`src/common/tscr_regs.vh`:
```
`ifndef TSCR_REGS_VH
`define TSCR_REGS_VH

// Register addresses (7-bit command address)
`define TSCR_ADDR_STATUS    7'h00
`define TSCR_ADDR_CONFIG    7'h01

// Reset values
`define TSCR_STATUS_RST     8'h00
`define TSCR_CONFIG_RST     8'hF0

// Status field positions
`define TSCR_ST_ADC_BUSY    7
`define TSCR_ST_LOW_POWER   6
`define TSCR_ST_DETECT_MODE 5
`define TSCR_ST_SCAN        4
`define TSCR_ST_QUEUE_OVR   3
`define TSCR_ST_QUEUE_NEW   2
`define TSCR_ST_EDGE_EVT    1
`define TSCR_ST_PRESENT     0

// Configuration field positions
`define TSCR_CF_RES_SEL     7
`define TSCR_CF_DOUT_HOLD   6
`define TSCR_CF_PULLUP      5
`define TSCR_CF_OPEN_DRAIN  4
`define TSCR_CF_MASK        3
`define TSCR_CF_EDGE_SEL    2
`define TSCR_CF_EDGE_TIME   1:0

// Edge width codes
`define TSCR_EDGE_4         2'h0
`define TSCR_EDGE_16        2'h1
`define TSCR_EDGE_64        2'h2

// Timing: oscillator period and reference clock period in ns
`define TSCR_OSC_PERIOD_NS  500
`define TSCR_CLK_PERIOD_NS  20
`define TSCR_OSC_DIV        (`TSCR_OSC_PERIOD_NS / `TSCR_CLK_PERIOD_NS)
// Divider terminal count, one below the division ratio
`define TSCR_OSC_LAST       5'h18
`define TSCR_EDGE_N4        7'h04
`define TSCR_EDGE_N16       7'h10
`define TSCR_EDGE_N64       7'h40

// Serial framing
`define TSCR_CMD_BITS       4'h8
`define TSCR_FRAME_BITS     5'h10

`endif

```
`src/rtl/tscr_spi_slave.v`:
```
`timescale 1ns/1ps
`include "tscr_regs.vh"

module tscr_spi_slave (
   // Clock and reset
   input  wire       clk,
   input  wire       rst_b,
   // Serial pins, sampled on clk
   input  wire       cs_b,
   input  wire       sclk,
   input  wire       din,
   output wire       dout,
   output wire       dout_oe,
   // Register side
   output wire [6:0] addr,
   output wire       wr_stb,
   output wire [7:0] wdata,
   input  wire [7:0] rdata
);

   reg        sclk_q;
   reg  [4:0] cnt_q;
   reg  [7:0] sh_q;
   reg  [7:0] cmd_q;
   reg  [7:0] tx_q;
   reg        wr_q;
   reg  [7:0] wdata_q;
   wire       rise;
   wire       fall;
   wire       rd_mode;

   assign rise    = ~cs_b & sclk & ~sclk_q;
   assign fall    = ~cs_b & ~sclk & sclk_q;
   assign rd_mode = cmd_q[0];
   assign addr    = cmd_q[7:1];
   assign wr_stb  = wr_q;
   assign wdata   = wdata_q;
   assign dout    = tx_q[7];
   // Drive only during the data byte of a read
   assign dout_oe = ~cs_b & rd_mode & (cnt_q >= {1'b0, `TSCR_CMD_BITS});

   // Bit counter, shift in on rising edge, shift out on falling edge
   always @(posedge clk) begin
      if (!rst_b) begin
         sclk_q  <= 1'b0;
         cnt_q   <= 5'h00;
         sh_q    <= 8'h00;
         cmd_q   <= 8'h00;
         tx_q    <= 8'h00;
         wr_q    <= 1'b0;
         wdata_q <= 8'h00;
      end else begin
         sclk_q <= sclk;
         wr_q   <= 1'b0;
         if (cs_b) begin
            cnt_q <= 5'h00;
         end else begin
            if (rise && cnt_q < `TSCR_FRAME_BITS) begin
               sh_q  <= {sh_q[6:0], din};
               cnt_q <= cnt_q + 5'h01;
               if (cnt_q == 5'h07)
                  cmd_q <= {sh_q[6:0], din};
               if (cnt_q == 5'h0F && !rd_mode) begin
                  wr_q    <= 1'b1;
                  wdata_q <= {sh_q[6:0], din};
               end
            end
            if (fall && rd_mode) begin
               if (cnt_q == {1'b0, `TSCR_CMD_BITS})
                  tx_q <= rdata;
               else if (cnt_q > {1'b0, `TSCR_CMD_BITS})
                  tx_q <= {tx_q[6:0], 1'b0};
            end
         end
      end
   end

endmodule

```
`src/rtl/tscr_top.v`:
```
// Functional notes
// - Edge select picks edge or continuous, direct mode
// - Mask bit holds interrupt output inactive
// - Pullup enabled only with open-drain drive
// - Hold bit enables serial data-out bus holder
`timescale 1ns/1ps
`include "tscr_regs.vh"

module tscr_top (
   // Clock and reset
   input  wire REF_CLK,
   input  wire RST_B,
   // Serial register port
   input  wire CS_B,
   input  wire SCLK,
   input  wire DIN,
   output wire DOUT,
   output wire DOUT_OE,
   output wire DOUT_HOLD_EN,
   // Conditions reported by the rest of the controller
   input  wire ADC_BUSY,
   input  wire LOW_POWER_STATE_FLAG,
   input  wire DETECT_MODE_FLAG,
   input  wire SCAN_ACTIVE,
   input  wire QUEUE_OVERFLOW_FLAG,
   input  wire QUEUE_NEW_DATA,
   input  wire AUTO_MODE,
   input  wire TOUCH_START,
   input  wire TOUCH_PRESENT,
   // Interrupt pin, active low
   output wire TOUCH_IRQ_OUTPUT_B,
   output wire TOUCH_IRQ_OE,
   output wire IRQ_PULLUP_ENABLE,
   // Panel control
   output wire DETECT_RESISTOR_SELECT
);

   wire [6:0] addr;
   wire       wr_stb;
   wire [7:0] wdata;
   reg  [7:0] rdata;
   reg  [7:0] status;
   reg  [7:0] cfg_q;
   reg  [4:0] div_q;
   reg        tick_q;
   reg  [6:0] pulse_q;
   reg        irq_q;
   reg        irq_oe_q;
   reg        pull_q;
   reg        irq_req;
   reg        edge_busy;
   reg        cont_flag;
   wire [1:0] style;
   wire       edge_mode;
   wire [1:0] drive;
   wire       od;

   // Interrupt source styles
   localparam [1:0] STYLE_CONT = 2'h0;
   localparam [1:0] STYLE_EDGE = 2'h1;
   localparam [1:0] STYLE_AUTO = 2'h2;

   // Edge width decode, reserved code taken as the longest width
   function [6:0] edge_len;
      input [1:0] code;
      begin
         case (code)
            `TSCR_EDGE_4:  edge_len = `TSCR_EDGE_N4;
            `TSCR_EDGE_16: edge_len = `TSCR_EDGE_N16;
            `TSCR_EDGE_64: edge_len = `TSCR_EDGE_N64;
            default:       edge_len = `TSCR_EDGE_N64;
         endcase
      end
   endfunction

   // Interrupt style, edge style exists only in direct mode
   function [1:0] irq_style;
      input auto_md;
      input edge_sel;
      begin
         if (auto_md)
            irq_style = STYLE_AUTO;
         else if (edge_sel)
            irq_style = STYLE_EDGE;
         else
            irq_style = STYLE_CONT;
      end
   endfunction

   // Pin drive as {value, enable}; a masked pin stays inactive
   function [1:0] pin_drive;
      input mask;
      input open_drain;
      input req;
      begin
         case ({mask, open_drain})
            2'h0:    pin_drive = {~req, 1'b1};
            2'h1:    pin_drive = {1'b0, req};
            2'h2:    pin_drive = 2'h3;
            2'h3:    pin_drive = 2'h2;
            default: pin_drive = 2'h2;
         endcase
      end
   endfunction

   tscr_spi_slave u_spi (
      .clk     (REF_CLK),
      .rst_b   (RST_B),
      .cs_b    (CS_B),
      .sclk    (SCLK),
      .din     (DIN),
      .dout    (DOUT),
      .dout_oe (DOUT_OE),
      .addr    (addr),
      .wr_stb  (wr_stb),
      .wdata   (wdata),
      .rdata   (rdata)
   );

   // Interrupt style selection
   assign style     = irq_style(AUTO_MODE, cfg_q[`TSCR_CF_EDGE_SEL]);
   assign edge_mode = (style == STYLE_EDGE);

   // Interrupt request and event flags per style
   always @* begin
      irq_req   = 1'b0;
      edge_busy = 1'b0;
      cont_flag = 1'b0;
      case (style)
         STYLE_CONT: begin
            irq_req   = TOUCH_PRESENT;
            cont_flag = TOUCH_PRESENT;
         end
         STYLE_EDGE: begin
            irq_req   = (pulse_q != 7'h00);
            edge_busy = (pulse_q != 7'h00);
         end
         STYLE_AUTO: begin
            irq_req   = QUEUE_NEW_DATA;
         end
         default: begin
            irq_req   = 1'b0;
         end
      endcase
   end

   // Status assembly, queue flags only in autonomous mode
   always @* begin
      status                       = `TSCR_STATUS_RST;
      status[`TSCR_ST_ADC_BUSY]    = ADC_BUSY;
      status[`TSCR_ST_LOW_POWER]   = LOW_POWER_STATE_FLAG;
      status[`TSCR_ST_DETECT_MODE] = DETECT_MODE_FLAG;
      status[`TSCR_ST_SCAN]        = SCAN_ACTIVE;
      status[`TSCR_ST_QUEUE_OVR]   = QUEUE_OVERFLOW_FLAG & AUTO_MODE;
      status[`TSCR_ST_QUEUE_NEW]   = QUEUE_NEW_DATA & AUTO_MODE;
      status[`TSCR_ST_EDGE_EVT]    = edge_busy;
      status[`TSCR_ST_PRESENT]     = cont_flag;
   end

   // Read data mux, unmapped addresses read zero
   always @* begin
      case (addr)
         `TSCR_ADDR_STATUS: rdata = status;
         `TSCR_ADDR_CONFIG: rdata = cfg_q;
         default:           rdata = 8'h00;
      endcase
   end

   // Configuration register, status writes ignored
   always @(posedge REF_CLK) begin
      if (!RST_B)
         cfg_q <= `TSCR_CONFIG_RST;
      else if (wr_stb && addr == `TSCR_ADDR_CONFIG)
         cfg_q <= wdata;
   end

   // Oscillator period tick from the reference clock
   always @(posedge REF_CLK) begin
      if (!RST_B) begin
         div_q  <= 5'h00;
         tick_q <= 1'b0;
      end else if (div_q == `TSCR_OSC_LAST) begin
         div_q  <= 5'h00;
         tick_q <= 1'b1;
      end else begin
         div_q  <= div_q + 5'h01;
         tick_q <= 1'b0;
      end
   end

   // Edge pulse width counter in oscillator periods
   always @(posedge REF_CLK) begin
      if (!RST_B)
         pulse_q <= 7'h00;
      else if (edge_mode && TOUCH_START)
         pulse_q <= edge_len(cfg_q[`TSCR_CF_EDGE_TIME]);
      else if (!edge_mode)
         pulse_q <= 7'h00;
      else if (tick_q && pulse_q != 7'h00)
         pulse_q <= pulse_q - 7'h01;
   end

   // Pin flops; pullup follows the open-drain bit so it never meets a high drive
   assign od    = cfg_q[`TSCR_CF_OPEN_DRAIN];
   assign drive = pin_drive(cfg_q[`TSCR_CF_MASK], od, irq_req);
   always @(posedge REF_CLK) begin
      if (!RST_B) begin
         irq_q    <= 1'b1;
         irq_oe_q <= 1'b0;
         pull_q   <= 1'b1;
      end else begin
         irq_q    <= drive[1];
         irq_oe_q <= drive[0];
         pull_q   <= cfg_q[`TSCR_CF_PULLUP] & od;
      end
   end

   assign TOUCH_IRQ_OUTPUT_B     = irq_q;
   assign TOUCH_IRQ_OE           = irq_oe_q;
   assign IRQ_PULLUP_ENABLE      = pull_q;
   assign DOUT_HOLD_EN           = cfg_q[`TSCR_CF_DOUT_HOLD];
   assign DETECT_RESISTOR_SELECT = cfg_q[`TSCR_CF_RES_SEL];

endmodule

```
`config.mk`:
```
export PLATFORM = sky130hd
export DESIGN_NAME = tscr_top
export DESIGN_NICKNAME = d
export VERILOG_FILES = /design/src/rtl/tscr_spi_slave.v /design/src/rtl/tscr_top.v
export VERILOG_INCLUDE_DIRS = /design/src /design/src/common
export SDC_FILE = /design/constraint.sdc
export NUM_CORES = 1
export LEC_CHECK = 0
export BUFFER_PORTS_ARGS = -buffer_cell sky130_fd_sc_hd__buf_2
export CORE_UTILIZATION = 45
export DETAILED_ROUTE_END_ITERATION = 10
export GPL_TIMING_DRIVEN = 0
export HOLD_SLACK_MARGIN = 0.1
export PLACE_DENSITY = 0.69
export SYNTH_ARGS = -nofsm -noshare
export SYNTH_HDL_FRONTEND = slang
export SYNTH_HIERARCHICAL = 1
export SYNTH_SLANG_ARGS = --single-unit
```
`constraint.sdc`:
```
create_clock -name REF_CLK -period 3.15 [get_ports REF_CLK]
set_input_delay 0.7875 -clock REF_CLK [delete_from_list [all_inputs] [get_ports REF_CLK]]
set_output_delay 0.7875 -clock REF_CLK [all_outputs]
set_load 0.02 [all_outputs]
```
==> impl_results.md, run 1 <==
- Outcome: finished, final reports clean
- Net Count, Synth: between 300 and 400
- Critical path, cell by cell: nor2_4, nor3b_1, buf_2
- Area of all placed cells without fillers: 3410 um^2
- Vias after detailed routing: 2,222
- Average instance area after synthesis: 9.54 um^2
- Depth of the critical timing path with buffers and inverters included: 3
- First-pass GRT wire length: ~9.9 mm
- Xor-xnor portion of the synthesized cell area: 0.0147
- Transition time of the tightest slew-check pin: 0.864 ns
- Worst-skew pair later-pin latency: 0.34 ns
- Number of placed instances, taps included: ~400
- Synth Flop Type: dfxtp_1
- Portion of synthesized cell area occupied by the leading cell type: 0.417
- Post-synthesis cell type with the largest combined area: dfxtp_1
- Initial antenna violation count: 0
- Share of synthesized area spent on multiplexers: 0.118
- FILL cells: between 500 and 600
- Floorplan die area: around 6900 um^2
- Met3 Use GR: 0.0577
- Depth of the most critical reg-to-reg path: 8
- Leak pwr: 1.33 nW
- Minimum period implied by the final worst setup slack: 2.14 ns
- Share of the clock period used by the worst path: 0.679
- Synth Area in Adders: 0.0294
- Standard-cell row count: 29
- Complex-gate fraction of the synthesized area: 0.108
- Y dimension of the die: 83.3 um
- Final Slew Violations: 0
- Crit Reg-Reg Endpoint: u_spi/tx_q[3]$_SDFFE_PN0P_
- Synth Instances: 312
- Area post-placement: 3170 um^2
- Power density cells: a little under 500 nW/um^2
- Maximum frequency from static timing analysis: 468 MHz
- Area delta synth->final: 14.5%
- Total global routing track utilization: 0.180
- Reg2reg start: u_spi/cmd_q[4]$_SDFFE_PN0P_
- First DRT Iteration DRCs: 81
- Startpoint Class: flop
- Arrival time at the worst endpoint: 1.35 ns
- Hold crit path type: reg -> reg
- Die span in x: about 83 um
- Largest clock skew in the final design: roughly 0.012 ns
- Critical path buffers and inverters: 1
- GPL Wtd Cong: 0.803
- Total number of clock tree sinks: 62
- Final setup violation count: 0
- Maximum Capacitance Violations: 0
- Clock-pin transition on the worst setup and hold timing paths: roughly 0.07 ns
- CTS Buffer Depth: 2
- Number of diodes: 0
- Post-CTS Hold Buffers: 0
- I/O pin cnt: 21
- Largest voltage drop on the vdd net: 255 uV
- Post-CTS sizing: 0
- Clock tree from TritonCTS: done
- Setup Fix Bufs, Post-CTS: 0
- Via count of the first global-routing pass: 2,124
- Number of register bits inferred by synthesis: 62
- Largest delay share family, worst path: flip-flops
- Endpoint of the most critical setup path: DOUT_OE
- Largest incremental delay on the critical path: around 0.54 ns
- Combinational family with the most area after synthesis: simple AND/OR/NAND/NOR gates
- CTS H-tree lvls: 3
- Worst EP required: roughly 2.4 ns
- WL final: 5.76 mm
- Core area: around 6300 um^2
- Count of different cell masters after synthesis: 50
- Fraction of final layout cells with drive strength greater than 1: 0.201
- Slowest cell on crit path: dfxtp_1
- Number of buffers created by CTS: 9
- Starting utilization of the core area: 0.469
- First-pass iteration count of the detailed router: 4
- Grt met1 use: 0.216
- CP Max Fanout: 6
- Largest net degree at the start of global routing: 14
- GRT overflow: 0
- Worst slew margin: 0.416
- GR met2 Demand/Resource: 0.301
- HPWL after detailed placement: about 4.2 mm
- Setup total negative slack: 0 ns
- Total DRC errors in the routed layout: 0
- Critical path startpoint: u_spi/cnt_q[4]$_SDFFE_PP0P_
- Number of enable-type register cells in the synthesized netlist: 0
- Worst reg2reg setup slack: 1.16 ns
- Buffers on Ports: 20
- Busiest layer in global routing: met2
- Clock root buffer master: clkbuf_8
- Fin. Hold Viols: 0
- Share of async-settable or async-resettable flops after synthesis: 0
- Unrepaired setup endpoints after global routing: no
- Share of the yosys chip area belonging to registers: 0.417
- Remaining antenna violation count after routing: 0
- Synth Area in Simple Gates: 0.255
- Start-to-end type of the worst setup path: reg -> out
- Area of the mapped netlist: around 3000 um^2
- Final #Nets: 364
- Critical path endpoint category: output port
- Detail-routed net length per standard cell: 13.6 um
- Average via count per standard cell: roughly 5.2
- Cell types occupying the most area after synthesis: dfxtp_1, mux2i_1, nand2_1
- Yosys synthesis warning count: 6
- Final cell count without fillers: 425
[per-stage QoR]
stage | hold slack, ns | total power [W] | worst slack [ns] | utilization
after global routing | 0.489 | 0.00173 | 0.905 | 0.537
final | 0.466 | 0.00168 | 1.01 | 0.537
after floorplan | 0.430 | 0.000854 | 1.05 | -
after global placement | 0.447 | 0.000880 | 1.06 | 0.500
after detailed placement | 0.457 | 0.000880 | 1.05 | 0.500
after CTS | 0.468 | 0.00170 | 0.984 | 0.537
[report_power, final]
group          leakage, nW  internal [W]  switching [W]
combinational        0.712     0.0000283      0.0000372
clock                0.120      0.000510       0.000304
sequential           0.501      0.000790     0.00000537
[routing by layer]
metal,share of wire,vias to the layer above,wire (um)
met3,0.033,10,193
met1,0.48,1048,2770
met5,0,-,0
met2,0.47,28,2700
li1,-,1136,-
met4,0.018,0,102
[cell usage after synthesis, drive strengths merged (6+ instances only)]
| library cell | number |
|---|---|
| a21boi | 9 |
| a21oi | 12 |
| buf | 13 |
| clkbuf | 6 |
| dfxtp | 62 |
| ha | 7 |
| inv | 12 |
| mux2i | 35 |
| nand2 | 37 |
| nand2b | 8 |
| nor2 | 25 |
| nor2b | 19 |
| nor3 | 6 |
| o21ai | 11 |
[area by class of cell]
| type | instances | area (um^2) | share of cell area |
|---|---|---|---|
| Multi-Input combinational cell | 219 | 1560 | 0.459 |
| Sequential cell | 62 | 1240 | 0.364 |
| Clock buffer | 13 | 169 | 0.0496 |
| Buffer | 19 | 126 | 0.0371 |
| Timing Repair Buffer | 20 | 100 | 0.0294 |
| Tap cell | 77 | 96.3 | 0.0283 |
| Clock inverter | 3 | 65.1 | 0.0191 |
| Inverter | 12 | 45.0 | 0.0132 |
[kinds of logic after synthesis]
kind of cell | Yosys count
xor+xnor | 5
compound gates | 46
fa+ha+maj | 7
flops | 62
simple gates | 126
buf+inv | 31
mux | 35
[worst min path at each step]
stage                                      startpoint                    end  slack (ns)  depth (start not counted)
after detailed placement          div_q[0]$_SDFF_PP0_    div_q[0]$_SDFF_PP0_        0.46                          1
after global placement            div_q[0]$_SDFF_PP0_    div_q[0]$_SDFF_PP0_        0.45                          1
final                             div_q[0]$_SDFF_PP0_    div_q[0]$_SDFF_PP0_        0.47                          1
after CTS                 u_spi/wdata[2]$_SDFFE_PN0P_  cfg_q[2]$_SDFFE_PN0P_        0.47                          2
after floorplan                   div_q[0]$_SDFF_PP0_    div_q[0]$_SDFF_PP0_        0.43                          1
after global routing              div_q[0]$_SDFF_PP0_    div_q[0]$_SDFF_PP0_        0.49                          1
[layout by cell type (no fill, tap or decap), types with 4 or more instances in the layout]
cell      count
dfxtp_1      62
inv_1        12
a21oi_1       8
buf_2        22
a21boi_0      9
ha_1          7
nor2b_1      19
a21oi_2       4
clkbuf_1      7
clkbuf_8     12
xor2_1        4
nand2_1      37
o21ai_0       8
buf_4         8
mux2i_1      35
nor3_1        5
nand3_1       4
nor2_2        8
nor2_1       16
nand2b_1      8
nand3b_1      4
[registers in the layout, indices dropped and copies added, names as in the netlist]
signal              cells
IRQ_PULLUP_ENABLE       1
TOUCH_IRQ_OE            1
TOUCH_IRQ_OUTPUT_B      1
cfg_q                   8
div_q                   5
pulse_q                 7
tick_q                  1
u_spi/cmd_q             8
u_spi/cnt_q             5
u_spi/sclk_q            1
u_spi/sh_q              7
u_spi/tx_q              8
u_spi/wdata             8
u_spi/wr_stb            1
No activity file was read; power rests on OpenSTA's default activity.
==> inputs of run 2 (changes only) <==
--- a/config.mk
+++ b/config.mk
@@ -11,7 +11,7 @@
 export DETAILED_ROUTE_END_ITERATION = 10
 export GPL_TIMING_DRIVEN = 0
 export HOLD_SLACK_MARGIN = 0.1
-export PLACE_DENSITY = 0.69
+export PLACE_DENSITY = 0.72
 export SYNTH_ARGS = -nofsm -noshare
 export SYNTH_HDL_FRONTEND = slang
 export SYNTH_HIERARCHICAL = 1
==> constraint.sdc (replaced) <==
create_clock -name REF_CLK -period 1.87 [get_ports REF_CLK]
set_input_delay 0.4675 -clock REF_CLK [delete_from_list [all_inputs] [get_ports REF_CLK]]
set_output_delay 0.4675 -clock REF_CLK [all_outputs]
set_load 0.02 [all_outputs]
==> impl_results.md, run 2 (same netlist as run 1, synthesis figures left out) <==
- Final setup violation count: 0
- Initial antenna violation count: 0
- Final Slew Violations: 0
- Total global routing track utilization: 0.178
- Most common cell after layout, fill and taps aside: dfxtp_1
- First-pass iteration count of the detailed router: 4
- PnR Total Power: 0.00289 W
- Commonest cells after routing, fill and taps aside: dfxtp_1, nand2_1, mux2i_1
- Buffers on Ports: 20
- Number of buffers created by CTS: 9
- Largest voltage drop on the vdd net: 586 uV
- Total DRC errors in the routed layout: 0
- Standard-cell row count: 29
- Core area: 6350 um^2
- Largest clock skew in the final design: 0.0105 ns
- Worst-case setup margin in the final layout: ~0.084 ns
- Detail-routed net length per standard cell: 13.5 um
- Remaining antenna violation count after routing: 0
- Start-to-end type of the worst setup path: reg -> reg
- Die span in x: roughly 83 um
- Final #Nets: roughly 360
- Clock root buffer master: clkbuf_8
- Critical path endpoint category: flop
- Startpoint Class: flop
- Final worst hold slack: around 0.38 ns
- Leak pwr: 1.32 nW
- Arrival time at the worst endpoint: 2.06 ns
- GPL Wtd Cong: between 0.8 and 0.9
- Number of placed instances, taps included: 409
- Y dimension of the die: 83.3 um
- Worst slew margin: 0.635
- Largest net degree at the start of global routing: 14
- Via count of the first global-routing pass: 2,128
- Number of diodes: 0
- GRT overflow: 0
- Unrepaired setup endpoints after global routing: no
- Hold crit path type: in -> reg
- Final cell count without fillers: 422
- Average via count per standard cell: 5.20
- I/O pin cnt: 21
- Starting utilization of the core area: 0.469
- CP Max Fanout: 8
- CTS H-tree lvls: 3
- Fraction of final layout cells with drive strength greater than 1: 0.212
- Outcome: finished, final reports clean
- Clock tree from TritonCTS: done
- Transition time of the tightest slew-check pin: 0.547 ns
- Worst reg2reg setup slack: 0.08 ns
- Post-Place Setup Slack: -0.114 ns
- Vias after detailed routing: 2,195
- Total number of clock tree sinks: between 60 and 70
- WL final: around 5.7 mm
- Power density cells: 847 nW/um^2
- First-pass GRT wire length: 9.72 mm
- Fin. Hold Viols: 0
- Clock-pin transition on the worst setup and hold timing paths: 0.08 ns
- Floorplan die area: 6940 um^2
- CTS Buffer Depth: 2
- Worst EP required: 2.14 ns
- Minimum period implied by the final worst setup slack: 1.79 ns
- Maximum Capacitance Violations: 0
- Share of the clock period used by the worst path: 0.955
- Area delta synth->final: 14.5%
- Maximum frequency from static timing analysis: 560 MHz
- First DRT Iteration DRCs: 69
- HPWL after detailed placement: 4.19 mm
- Post-CTS Hold Buffers: 0
- Worst-skew pair later-pin latency: 0.34 ns
[run 2: changes by cell type in the layout (fill, tap and decap cells not counted), sizes merged]
cell / change
clkinv: +1
bufinv: +1
clkbuf: -4
buf: -3
clkinvlp: +2
[run 2: layer usage]
| layer | track usage | part of all wire | up-vias |
|---|---|---|---|
| met3 | 0.0676 | 0.029 | 5 |
| met1 | 0.203 | 0.47 | 1034 |
| met4 | 0.0517 | 0.0084 | 0 |
| li1 | - | - | 1131 |
| met2 | 0.307 | 0.50 | 25 |
| met5 | 0 | 0 | - |
[run 2: final cells by class]
| type | count | area (um^2) |
|---|---|---|
| clock buffers | 9 | 124 |
| clock inverters | 7 | 123 |
| repair buffers | 21 | 108 |
| well taps | 77 | 96.3 |
| inverters | 12 | 45.0 |
| fillers | 571 | 2940 |
| plain buffers | 15 | 88.8 |
| multi-input cells | 219 | 1580 |
| flip-flops and latches | 62 | 1240 |
[run 2: where the power goes]
part	switching [W]	internal [W]	total [W]
Clock	0.000547	0.000889	0.00144
Sequential	0.00000910	0.00133	0.00134
Combinational	0.0000645	0.0000480	0.000112
Total	0.000620	0.00227	0.00289
[run 2: stage by stage]
step / setup TNS [ns] / util / instance area (um^2)
finish: 0 / 0.537 / 3410
global route: 0 / 0.537 / 3410
CTS: 0 / 0.536 / 3400
detailed placement: -0.787 / 0.500 / 3170
global placement: -0.642 / 0.500 / 3170
floorplan: -0.00110 / - / 2980
[run 2: final timing paths]
path	start	to	cells after the start
setup reg to reg	u_spi/cmd_q[6]$_SDFFE_PN0P_	u_spi/tx_q[7]$_SDFFE_PN0P_	6
setup / recovery	u_spi/cmd_q[6]$_SDFFE_PN0P_	u_spi/tx_q[7]$_SDFFE_PN0P_	6
hold reg to reg	u_spi/wdata[2]$_SDFFE_PN0P_	cfg_q[2]$_SDFFE_PN0P_	2
hold / removal	TOUCH_START	pulse_q[4]$_SDFFE_PN0P_	2
[run 2: what timing repair did]
| action | in CTS | in global routing |
|---|---|---|
| gates resized for setup | 4 | 2 |
| setup buffers | 1 | 0 |
| setup endpoints to repair | 8 | 11 |
| pin swaps | 5 | 2 |
[run 2: critical path, cell delays in order, from the launching register on]
cell	delay, ns
dfxtp_1	0.32
buf_4	0.12
or4_4	0.49
or3_4	0.42
nor2_2	0.12
mux2i_1	0.10
a21oi_2	0.16
